==> config.mk <==
export PLATFORM = sky130hd
export DESIGN_NAME = dpm_pin_mux
export DESIGN_NICKNAME = d
export VERILOG_FILES = /design/src/verilog/dpm_pkg.sv /design/src/verilog/dpm_pin_mux.sv
export SDC_FILE = /design/constraint.sdc
export NUM_CORES = 1
export LEC_CHECK = 0
export BUFFER_PORTS_ARGS = -buffer_cell sky130_fd_sc_hd__buf_2
export CAP_MARGIN = 0
export CORE_MARGIN = 1.5
export CORE_UTILIZATION = 49
export DETAILED_ROUTE_END_ITERATION = 8
export GPL_TIMING_DRIVEN = 0
export PLACE_DENSITY = 0.79
export SETUP_SLACK_MARGIN = 0.4
export SYNTH_ARGS = -nofsm -noshare
export SYNTH_HDL_FRONTEND = slang
export SYNTH_SLANG_ARGS = --single-unit
export TNS_END_PERCENT = 10
==> constraint.sdc <==
create_clock -name clk_i -period 1.9 [get_ports clk_i]
set_input_delay 0.19 -clock clk_i [delete_from_list [all_inputs] [get_ports clk_i]]
set_output_delay 0.19 -clock clk_i [all_outputs]
set_load 0.02 [all_outputs]
==> src/verilog/dpm_pkg.sv <==
// Package for the upper digital line pin multiplexer: constants and carriers.
package dpm_pkg;
  // Number of upper digital lines handled here (lines 10 to 20).
  localparam int NL = 11;
  // Number of peripheral enable bits.
  localparam int NE = 12;
  // Register byte offsets on the bus.
  localparam logic [7:0] OFS_OUT = 8'h00;
  localparam logic [7:0] OFS_DIR = 8'h04;
  localparam logic [7:0] OFS_PULL = 8'h08;
  localparam logic [7:0] OFS_IN = 8'h0C;
  localparam logic [7:0] OFS_PEN = 8'h10;
  localparam logic [7:0] OFS_IEN = 8'h14;
  localparam logic [7:0] OFS_STAT = 8'h18;
  localparam logic [7:0] OFS_MASK = 8'h1C;
  // Reset values.
  localparam logic [10:0] RST_PULL = 11'h7FF;
  localparam logic [10:0] RST_ZERO = 11'h000;
  // Peripheral enable bit positions.
  localparam int PE_T0PWM = 0;
  localparam int PE_XTAL = 1;
  localparam int PE_T1GATE = 2;
  localparam int PE_T2PWM = 3;
  localparam int PE_T1CAP = 4;
  localparam int PE_T1PWM = 5;
  localparam int PE_ANTDIV = 6;
  localparam int PE_AUDIO = 7;
  localparam int PE_TWOWIRE = 8;
  localparam int PE_PPORT = 9;
  localparam int PE_UARTB = 10;
  localparam int PE_JTAG = 11;

  // Signals that peripherals drive toward the pads.
  typedef struct packed {
    logic timer0_pwm_out;
    logic slow_crystal_out;
    logic timer2_pwm_out;
    logic timer1_pwm_out;
    logic antenna_diversity_out;
    logic antenna_diversity_enable;
    logic audio_word_select;
    logic audio_bit_clock;
    logic audio_serial_out;
    logic two_wire_clock_oe;
    logic two_wire_data_oe;
    logic periph_port_data_out;
    logic periph_port_irq_out;
    logic uart_b_request_to_send;
    logic uart_b_transmit;
    logic jtag_tdo;
  } dpm_from_periph_s;

  // Signals that the pads deliver to peripherals.
  typedef struct packed {
    logic timer1_clock_gate_in;
    logic timer1_capture_in;
    logic audio_serial_in;
    logic two_wire_clock;
    logic two_wire_data;
    logic periph_port_clock_in;
    logic periph_port_data_in;
    logic periph_port_select_in;
    logic uart_b_clear_to_send;
    logic uart_b_receive;
    logic jtag_tck;
    logic jtag_tms;
    logic jtag_tdi;
  } dpm_to_periph_s;

  // Inactive values seen by peripherals that do not own their line.
  // Only the uart receive input idles high, like a serial line at rest.
  localparam dpm_to_periph_s TO_IDLE = 13'h008;
endpackage
==> src/verilog/dpm_pin_mux.sv <==
// Pin multiplexer and pad control for general purpose lines 10 to 20.
// Operation
// - Line 10: gpio, timer0 pwm, crystal out.
// - Line 11: gpio, timer1 gate, timer2 pwm.
// - Line 12: gpio, capture, antenna, word select.
// - Line 13: gpio, timer1 pwm, antenna, audio in.
// - Lines 14-15: gpio, two-wire, peripheral port.
// - Line 16: gpio or peripheral data in.
// - Line 17: gpio, cts, select, bitclock, tck.
// - Line 18: gpio, rts, irq, audio out, tms.
// - Lines 19-20: gpio, uart tx/rx, tdo/tdi.
// - Gpio lines bidirectional with disableable pull-up.
// - Enabled peripheral owns line and forces direction.
// - Pull-up independent, enabled out of reset.
// - Reset makes all lines high-impedance inputs.
// - Sleep latches and holds direction and level.
// - Enabled input lines wake device from sleep.
// - Reset pin bidirectional, driven low internally.
//
// Design decisions made here: the register offsets and the Wishbone interface to the registers.
`timescale 1ns/1ps
module dpm_pin_mux (
  input wire logic clk_i,
  input wire logic rst_i,
  // Classic Wishbone slave.
  input wire logic wb_cyc_i,
  input wire logic wb_stb_i,
  input wire logic wb_we_i,
  input wire logic [7:0] wb_adr_i,
  input wire logic [3:0] wb_sel_i,
  input wire logic [31:0] wb_dat_i,
  output logic [31:0] wb_dat_o,
  output logic wb_ack_o,
  // Pads of lines 10 to 20, bit 0 is line 10.
  input wire logic [10:0] pad_i,
  output logic [10:0] pad_o,
  output logic [10:0] pad_oe_o,
  output logic [10:0] pad_pu_o,
  // Peripheral side.
  input wire dpm_pkg::dpm_from_periph_s periph_i,
  output dpm_pkg::dpm_to_periph_s periph_o,
  // Power manager side.
  input wire logic sleep_i,
  output logic wake_o,
  output logic irq_o,
  // Active low reset pin and internal reset request.
  input wire logic reset_pin_low_i,
  output logic reset_pin_low_o,
  output logic reset_pin_low_oe_o,
  input wire logic int_reset_req_i,
  output logic ext_reset_o
);

  // Whole state of the block in one record.
  typedef struct packed {
    logic [10:0] dout;
    logic [10:0] dir;
    logic [10:0] pull;
    logic [11:0] pen;
    logic [10:0] ien;
    logic [10:0] stat;
    logic [10:0] mask;
    logic [10:0] s1;
    logic [10:0] s2;
    logic [10:0] s3;
    logic [10:0] filt;
    logic [2:0] rs;
    logic rfilt;
    logic [10:0] pad;
    logic [10:0] oe;
    dpm_pkg::dpm_to_periph_s pin;
    logic sleep;
    logic wake;
    logic irq;
    logic ack;
    logic [31:0] rdat;
    logic roe;
  } dpm_state_s;

  dpm_state_s s_r;
  dpm_state_s s_nxt;

  // Byte lane mask for the low 16 bits, where every field lives.
  function automatic logic [10:0] dpm_lane(input logic [3:0] sel);
    dpm_lane = {{3{sel[1]}}, {8{sel[0]}}};
  endfunction

  // Write-one-to-clear update where a new event wins over the clear.
  function automatic logic [10:0] dpm_w1c(input logic [10:0] cur, input logic [10:0] clr,
                                          input logic [10:0] set);
    dpm_w1c = (cur & ~clr) | set;
  endfunction

  // Per-line mux results and bus helpers.
  logic [10:0] own;
  logic [10:0] poe;
  logic [10:0] pout;
  logic [10:0] evt;
  logic [10:0] wm;
  logic wr;
  logic [11:0] en;
  dpm_pkg::dpm_to_periph_s tin;

  // Next-state logic for bus, mux, synchronisers and events.
  always_comb begin
    s_nxt = s_r;
    en = s_r.pen;
    own = '0;
    poe = '0;
    pout = '0;
    tin = dpm_pkg::TO_IDLE;
    // Three stage synchronisers; a change counts when stages two and three agree.
    s_nxt.s1 = pad_i;
    s_nxt.s2 = s_r.s1;
    s_nxt.s3 = s_r.s2;
    s_nxt.filt = s_r.filt;
    for (int i = 0; i < dpm_pkg::NL; i++) begin
      if (s_r.s2[i] == s_r.s3[i]) begin
        s_nxt.filt[i] = s_r.s2[i];
      end
    end
    s_nxt.rs = {s_r.rs[1:0], reset_pin_low_i};
    if (s_r.rs[1] == s_r.rs[2]) begin
      s_nxt.rfilt = s_r.rs[1];
    end
    if (en[dpm_pkg::PE_T0PWM]) begin
      own[0] = 1'b1;
      poe[0] = 1'b1;
      pout[0] = periph_i.timer0_pwm_out;
    end else if (en[dpm_pkg::PE_XTAL]) begin
      own[0] = 1'b1;
      poe[0] = 1'b1;
      pout[0] = periph_i.slow_crystal_out;
    end
    if (en[dpm_pkg::PE_T1GATE]) begin
      own[1] = 1'b1;
      tin.timer1_clock_gate_in = s_r.filt[1];
    end else if (en[dpm_pkg::PE_T2PWM]) begin
      own[1] = 1'b1;
      poe[1] = 1'b1;
      pout[1] = periph_i.timer2_pwm_out;
    end
    if (en[dpm_pkg::PE_T1CAP]) begin
      own[2] = 1'b1;
      tin.timer1_capture_in = s_r.filt[2];
    end else if (en[dpm_pkg::PE_ANTDIV]) begin
      own[2] = 1'b1;
      poe[2] = 1'b1;
      pout[2] = periph_i.antenna_diversity_out;
    end else if (en[dpm_pkg::PE_AUDIO]) begin
      own[2] = 1'b1;
      poe[2] = 1'b1;
      pout[2] = periph_i.audio_word_select;
    end
    if (en[dpm_pkg::PE_T1PWM]) begin
      own[3] = 1'b1;
      poe[3] = 1'b1;
      pout[3] = periph_i.timer1_pwm_out;
    end else if (en[dpm_pkg::PE_ANTDIV]) begin
      own[3] = 1'b1;
      poe[3] = 1'b1;
      pout[3] = periph_i.antenna_diversity_enable;
    end else if (en[dpm_pkg::PE_AUDIO]) begin
      own[3] = 1'b1;
      tin.audio_serial_in = s_r.filt[3];
    end
    // lines 14 and 15, two-wire pulls low only, else peripheral port.
    if (en[dpm_pkg::PE_TWOWIRE]) begin
      own[5:4] = 2'b11;
      poe[4] = periph_i.two_wire_clock_oe;
      poe[5] = periph_i.two_wire_data_oe;
      tin.two_wire_clock = s_r.filt[4];
      tin.two_wire_data = s_r.filt[5];
    end else if (en[dpm_pkg::PE_PPORT]) begin
      own[5:4] = 2'b11;
      poe[5] = 1'b1;
      pout[5] = periph_i.periph_port_data_out;
      tin.periph_port_clock_in = s_r.filt[4];
    end
    if (en[dpm_pkg::PE_PPORT]) begin
      own[6] = 1'b1;
      tin.periph_port_data_in = s_r.filt[6];
    end
    if (en[dpm_pkg::PE_JTAG]) begin
      own[7] = 1'b1;
      tin.jtag_tck = s_r.filt[7];
    end else if (en[dpm_pkg::PE_UARTB]) begin
      own[7] = 1'b1;
      tin.uart_b_clear_to_send = s_r.filt[7];
    end else if (en[dpm_pkg::PE_PPORT]) begin
      own[7] = 1'b1;
      tin.periph_port_select_in = s_r.filt[7];
    end else if (en[dpm_pkg::PE_AUDIO]) begin
      own[7] = 1'b1;
      poe[7] = 1'b1;
      pout[7] = periph_i.audio_bit_clock;
    end
    if (en[dpm_pkg::PE_JTAG]) begin
      own[8] = 1'b1;
      tin.jtag_tms = s_r.filt[8];
    end else if (en[dpm_pkg::PE_UARTB]) begin
      own[8] = 1'b1;
      poe[8] = 1'b1;
      pout[8] = periph_i.uart_b_request_to_send;
    end else if (en[dpm_pkg::PE_PPORT]) begin
      own[8] = 1'b1;
      poe[8] = 1'b1;
      pout[8] = periph_i.periph_port_irq_out;
    end else if (en[dpm_pkg::PE_AUDIO]) begin
      own[8] = 1'b1;
      poe[8] = 1'b1;
      pout[8] = periph_i.audio_serial_out;
    end
    if (en[dpm_pkg::PE_JTAG]) begin
      own[10:9] = 2'b11;
      poe[9] = 1'b1;
      pout[9] = periph_i.jtag_tdo;
      tin.jtag_tdi = s_r.filt[10];
    end else if (en[dpm_pkg::PE_UARTB]) begin
      own[10:9] = 2'b11;
      poe[9] = 1'b1;
      pout[9] = periph_i.uart_b_transmit;
      tin.uart_b_receive = s_r.filt[10];
    end
    // unowned lines follow software direction and level.
    // owned lines take the peripheral direction.
    for (int i = 0; i < dpm_pkg::NL; i++) begin
      if (!own[i]) begin
        poe[i] = s_r.dir[i];
        pout[i] = s_r.dout[i];
      end
    end
    if (!s_r.sleep) begin
      s_nxt.pad = pout;
      s_nxt.oe = poe;
    end
    s_nxt.sleep = sleep_i;
    s_nxt.pin = tin;
    // a change on an enabled input line is an event and wakes a sleeper.
    evt = (s_nxt.filt ^ s_r.filt) & s_r.ien & ~s_r.oe;
    s_nxt.wake = s_r.sleep & (|evt);
    // Bus: ack one cycle after the strobe, dropped the cycle after.
    s_nxt.ack = wb_cyc_i & wb_stb_i & ~s_r.ack;
    wr = wb_cyc_i & wb_stb_i & wb_we_i & s_r.ack;
    wm = dpm_lane(wb_sel_i);
    s_nxt.rdat = '0;
    unique case (wb_adr_i)
      dpm_pkg::OFS_OUT: s_nxt.rdat[10:0] = s_r.dout;
      dpm_pkg::OFS_DIR: s_nxt.rdat[10:0] = s_r.dir;
      dpm_pkg::OFS_PULL: s_nxt.rdat[10:0] = s_r.pull;
      dpm_pkg::OFS_IN: s_nxt.rdat[10:0] = s_r.filt;
      dpm_pkg::OFS_PEN: s_nxt.rdat[11:0] = s_r.pen;
      dpm_pkg::OFS_IEN: s_nxt.rdat[10:0] = s_r.ien;
      dpm_pkg::OFS_STAT: s_nxt.rdat[10:0] = s_r.stat;
      dpm_pkg::OFS_MASK: s_nxt.rdat[10:0] = s_r.mask;
      default: s_nxt.rdat = '0;
    endcase
    // Writes land on the edge where ack is high; unmapped writes are ignored.
    if (wr) begin
      unique case (wb_adr_i)
        dpm_pkg::OFS_OUT: s_nxt.dout = (s_r.dout & ~wm) | (wb_dat_i[10:0] & wm);
        dpm_pkg::OFS_DIR: s_nxt.dir = (s_r.dir & ~wm) | (wb_dat_i[10:0] & wm);
        // pull-up kept apart from function and direction.
        dpm_pkg::OFS_PULL: s_nxt.pull = (s_r.pull & ~wm) | (wb_dat_i[10:0] & wm);
        dpm_pkg::OFS_PEN: s_nxt.pen = (s_r.pen & ~{wb_sel_i[1], wm}) |
                                      (wb_dat_i[11:0] & {wb_sel_i[1], wm});
        dpm_pkg::OFS_IEN: s_nxt.ien = (s_r.ien & ~wm) | (wb_dat_i[10:0] & wm);
        dpm_pkg::OFS_MASK: s_nxt.mask = (s_r.mask & ~wm) | (wb_dat_i[10:0] & wm);
        default: s_nxt.dout = s_nxt.dout;
      endcase
    end
    // Sticky status: the event wins over a same-cycle clear.
    s_nxt.stat = dpm_w1c(s_r.stat,
                         (wr && wb_adr_i == dpm_pkg::OFS_STAT) ? wb_dat_i[10:0] & wm : 11'h000,
                         evt);
    s_nxt.irq = |(s_nxt.stat & s_nxt.mask);
    // the pin is pulled low while an internal reset is asked for.
    s_nxt.roe = int_reset_req_i;
  end

  // State register; reset gives inputs only, peripherals off, pull-ups on.
  always_ff @(posedge clk_i) begin
    if (rst_i) begin
      // every line an input with no driver.
      s_r <= '0;
      s_r.pull <= dpm_pkg::RST_PULL;
      s_r.s1 <= dpm_pkg::RST_PULL;
      s_r.s2 <= dpm_pkg::RST_PULL;
      s_r.s3 <= dpm_pkg::RST_PULL;
      s_r.filt <= dpm_pkg::RST_PULL;
      s_r.rs <= 3'h7;
      s_r.rfilt <= 1'b1;
      s_r.pin <= dpm_pkg::TO_IDLE;
    end else begin
      s_r <= s_nxt;
    end
  end

  // Outputs come straight from the state register.
  assign wb_dat_o = s_r.rdat;
  assign wb_ack_o = s_r.ack;
  assign pad_o = s_r.pad;
  assign pad_oe_o = s_r.oe;
  assign pad_pu_o = s_r.pull;
  assign periph_o = s_r.pin;
  assign wake_o = s_r.wake;
  assign irq_o = s_r.irq;
  assign reset_pin_low_o = s_r.rdat[31] & 1'b0;
  assign reset_pin_low_oe_o = s_r.roe;
  assign ext_reset_o = ~s_r.rfilt;
endmodule // dpm_pin_mux

After elaboration in Yosys (flattened, before gate mapping) --
Index checks and enable logic that the tools add are counted.
Word-level totals: flip-flop bits (word level) 198, output and inout bits 84, word-level logic and storage cells 199, input bits 79
Operators by class: equality and inequality tests 19, multiplexer cells 86, reductions and logical operators 19, bitwise gates (word level) 39
Operators by type and width (count):
- 11-bit bitwise AND | 10
- 11-bit case mux with 8 select lines | 1
- 1-bit 2-to-1 mux | 78
- 11-bit OR | 6
- 11-bit 2-to-1 mux | 3
- 11-bit NOT | 3
- 8-bit by 5-bit == test with 1-bit output (second input constant) | 4
- 12-bit bitwise AND | 2
- 11-bit OR reduction | 2
- 8-bit by 4-bit == test with 1-bit output (second input constant) | 2
- 1-bit == test | 12
- 12-bit NOT | 1
- 12-bit OR | 1
- 2-bit OR reduction | 6
- 11-bit bitwise XOR | 1
- 1-bit NOT | 10
- 2-bit AND reduction | 5
- 8-bit by 3-bit == test with 1-bit output (second input constant) | 1
- 8-bit logical NOT | 1
- 2-bit 2-to-1 mux | 4
- 4-bit OR reduction | 2
- 3-bit OR reduction | 2
- 1-bit bitwise AND | 5
- 1-bit logical AND | 1

Depth between registers and ports, before layout --
depth after elaboration 10, mapped depth 7, depth with buffers taken out 6

Least setup slack after synthesis --
No wires, ideal clock.
kind in2reg, start point input wb_adr_i[1], end point register s_r, in the netlist irq_o, arrival time 1.876 ns, path slack -0.108 ns, path buffers 1, required time 1.768 ns, stages 7, library setup time 0.132 ns, cells stage by stage or4b_1 -> buf_2 -> or4_1 -> a21oi_1 -> o22ai_1 -> nor3_1 -> a31oi_1
On the way: word-level cells in the longest chain between the ends 8, elaborated cells on any way between the ends 11, those cells by class eq/ne (2); mux (3); bitwise (4); reduce/logical (2)
RTL lines:
- from (decl) | line dpm_pin_mux.sv:29 | input wire logic [7:0] wb_adr_i,
- 8-bit by 5-bit == test with 1-bit output | line dpm_pin_mux.sv:274 | (wr && wb_adr_i == dpm_pkg::OFS_STAT) ? wb_dat_i[10:0] & wm : 11'h000,
- 1-bit logical AND | line dpm_pin_mux.sv:274
- 11-bit 2-to-1 mux | line dpm_pin_mux.sv:274
- 11-bit NOT | line dpm_pin_mux.sv:91 | dpm_w1c = (cur & ~clr) | set;
- 11-bit bitwise AND | line dpm_pin_mux.sv:91
- 11-bit OR | line dpm_pin_mux.sv:91
- 11-bit bitwise AND * | line dpm_pin_mux.sv:276 | s_nxt.irq = |(s_nxt.stat & s_nxt.mask);
- 11-bit OR reduction * | line dpm_pin_mux.sv:276
- to (signal assigned) | line dpm_pin_mux.sv:295 | s_r <= s_nxt;
- to (decl) | line dpm_pin_mux.sv:80 | dpm_state_s s_r;
Mark *: on every way between the ends. The rest lies on a longest branch, timed or not. A chain may end at the register's enable or synchronous reset.

Worst setup path in the final report --
start point register s_r, in the netlist wb_ack_o, end point register s_r, in the netlist irq_o
On the way: word-level cells in the longest chain between the ends 8, elaborated cells on any way between the ends 9, those cells by class mux (2); bitwise (5); reduce/logical (2)
RTL lines:
- 1-bit bitwise AND * | line dpm_pin_mux.sv:244 | wr = wb_cyc_i & wb_stb_i & wb_we_i & s_r.ack;
- 1-bit logical AND | line dpm_pin_mux.sv:274
- 11-bit 2-to-1 mux | line dpm_pin_mux.sv:274
- 11-bit NOT | line dpm_pin_mux.sv:91
- 11-bit bitwise AND | line dpm_pin_mux.sv:91
- 11-bit OR | line dpm_pin_mux.sv:91
- 11-bit bitwise AND * | line dpm_pin_mux.sv:276
- 11-bit OR reduction * | line dpm_pin_mux.sv:276
Marks and branches as above.

==> summary.md <==
| Metric | Value |
|---|---|
| Commonest non-fill, non-tap cell in the layout | dfxtp_1 |
| Grt ovf | 0 |
| Pint | between 5000 and 6000 µW |
| GRT Total Usage | 27.7% |
| Worst Hold Launch | wb_stb_i |
| Fin. Hold Viols | 0 |
| TritonCTS buffer count | 17 |
| Post-Place Worst Slack | -774 ps |
| Vias in the first global route | ~6.4k |
| Number of synthesized flops with an enable pin | 0 |
| Via count | between 7k and 8k |
| Crit path cell chain | nand4_1 > buf_6 > or4_4 > a21oi_2 > o22ai_1 > nor3_2 > a31oi_1 |
| Core ar. | 15100 µm² |
| Max-Slew Margin vs Limit | approximately half |
| Primary FF master, synth | dfxtp_1 |
| Clk buf depth | 2 |
| Root buffer cell | clkbuf_16 |
| Io pins | 163 |
| GP Congestion | approximately 0.97 |
| Final instance area | 9660 µm² |
| Pwr Density | 787 nW/µm² |
| Combinational power share | roughly 5.3% |
| Final setup vio count | 0 |
| Site Rows | 45 |
| Sequential power share | 49.8% |
| Worst-path clk slew | about 70 ps |
| DR WL met2 | around 10000 µm |
| Critical path's slowest cell | or4_4 |
| FFs w/ async S/R, synth | 0% |
| DP HPWL | approximately 16000 µm |
| Crit path largest cell delay | 530 ps |
| Initial Util | 50.2% |
| Antenna Nets Post-Route | 0 |
| Crit path capture type | flop |
| Most frequent cells in the layout | dfxtp_1, buf_2, a21oi_1, nand2_1, buf_4 |
| Final Worst Setup Slack | 39.2 ps |
| Port bufs | 118 |
| Clock Latency Late Sink | between 400 and 500 ps |
| H-Tree Depth | 4 |
| Switching Power | 1820 µW |
| Maxcap violations | 0 |
| Switching share of power | 23.9% |
| Wirelength per Cell | roughly 18 µm |
| Critical path launch point | wb_ack_o |
| Sequential area share after synthesis | 46.9% |
| Flops & latches, synth | around 180 |
| Diode count | 0 |
| Clock skew | between 7 and 8 ps |
| Worst EP arrival | 2160 ps |
| Post-Route M1 WL | ~9400 µm |
| Area delta synth->final | 27.1% |
| Max Freq | approximately 540 MHz |
| VDD IR max | 583 µV |
| NumNets Final | 1130 |
| Met3 wire len | approximately 2200 µm |
| Critical path class | reg -> reg |
| Clock power share | 44.8% |
| Die Area | around 16000 µm² |
| Distinct cells, synth | 52 |
| Status | finished clean |
| 1st-iter DRT viols | 1034 |
| Required time of the critical path | 2200 ps |
| Tmin final | 1860 ps |
| Final Util | a little under two thirds |
| CTS tree | yes |
| Slew Limit Fails | 0 |
| Top routing layer in use | met4 |
| Vias per cell | 5.63 |
| Tightest Pin Transition | 761 ps |
| Antenna violations before repair | 0 |
| DRC viols | 0 |
| Avg Inst Size Synth | 8.70 µm² |
| Post-Route WL | approximately 23000 µm |
| RSZ-0062 raised after global routing | true |
| Largest net degree at the start of global routing | 17 |
| Setup TNS Final | 0 ps |
| Critical path fanouts, max | 8 |
| Number of synthesis warnings | 0 |
| Router iterations before antenna repair | 8 |
| Area after DPL | 8570 µm² |
| CP Launch Type | flop |
| First-pass GRT wire length | 34200 µm |
| Worst hold slack | ~15 ps |
| Post-Syn Instances | roughly 870 |
| Crit share post-route | 97.9% |
| Die Y | 128 µm |
| Die width | ~130 µm |
| Netlist Area Pre-Place | 7600 µm² |
| Clock Sink Count | 178 |
| Lkg Pwr | 0.00404 µW |
| Worst Hold Class | in -> reg |
| Worst r2r src | wb_ack_o |
| Share of cells above drive strength 1 | 34.3% |
-- per-stage QoR --
stage | power [µW] | std cells
after floorplan | 4070 | 893
after global placement | 4230 | 1199
after detailed placement | 4240 | 1199
after CTS | 7600 | 1251
after global routing | 7830 | 1252
final | 7600 | 1252
-- power groups by stage --
stage | Clock, µW | Sequential (µW) | Combinational, µW
floorplan | 0 | 3870 | 201
global placement | 0 | 3870 | 358
detailed placement | 0 | 3870 | 361
CTS | 3420 | 3790 | 388
global route | 3610 | 3790 | 431
finish | 3410 | 3790 | 407
-- routing by layer --
metal / GRT usage, % / vias to the layer above
li1: - / 3320
met1: 35.6 / 3303
met2: 43.9 / 377
met5: 0 / -
met3: 7.75 / 55
met4: 11.9 / 0
-- logic make-up after synthesis --
family	count (synthesis)	synth area share, %
DFF	178	46.9
other	1	0.0494
and+or+nand+nor	348	23.7
AOI/OAI and AO/OA	191	15.8
buffers and inverters	136	11.0
muxes	19	2.54
-- cell usage after synthesis (6+ instances only) --
library cell,count,share of area [%]
a21oi_1,106,7.0
a22o_1,10,1.2
nor3_1,13,0.86
nor2_1,69,3.4
nand2_1,93,4.6
and2_1,6,0.49
and3b_1,7,0.81
or2_2,37,3.0
a221oi_1,10,1.2
inv_1,6,0.30
dfxtp_1,178,47
mux2i_1,17,2.2
a31oi_1,9,0.74
a22oi_1,22,2.2
o21bai_1,12,1.2
buf_4,79,7.8
or3b_2,7,0.81
clkbuf_1,41,2.0
nand2b_1,6,0.49
nor2b_1,10,0.82
nand3_1,49,3.2
nor4_1,7,0.58
nand3b_1,15,1.5
-- worst max-delay path, delay by kind of cell (launching register included) --
kind,cells,cell delay (ps)
and+or+nand+nor,3,740
buffers and inverters,1,170
DFF,1,350
AOI/OAI and AO/OA,3,440
-- repair_timing --
| item | 4_1_cts | 5_1_grt |
|---|---|---|
| buffers inserted | 6 | 1 |
| hold buffers | 14 | 0 |
| resized for setup | 25 | 111 |
| endpoints found under the hold margin | 14 | 0 |
| endpoints found under the setup margin | 102 | 97 |
| pin swaps | 8 | 14 |
-- area by class of cell --
cell class	instances	area (µm²)
Fill cell	1286	5490
Sequential cell	178	3580
Multi-Input combinational cell	579	3510
Buffer	130	942
Timing Repair Buffer	139	791
Clock buffer	19	443
Tap cell	188	235
Clock inverter	13	130
Inverter	6	22.5
-- worst paths after layout --
| check | end | slack (ps) | cells past startpoint |
|---|---|---|---|
| worst min-delay path | wb_ack_o | 10 | 2 |
| worst max register to register | irq_o | 40 | 7 |
| worst max-delay path | irq_o | 40 | 7 |
| worst min register to register | s_nxt[95] | 410 | 1 |
Note: power is estimated with default switching activity, not from simulation.
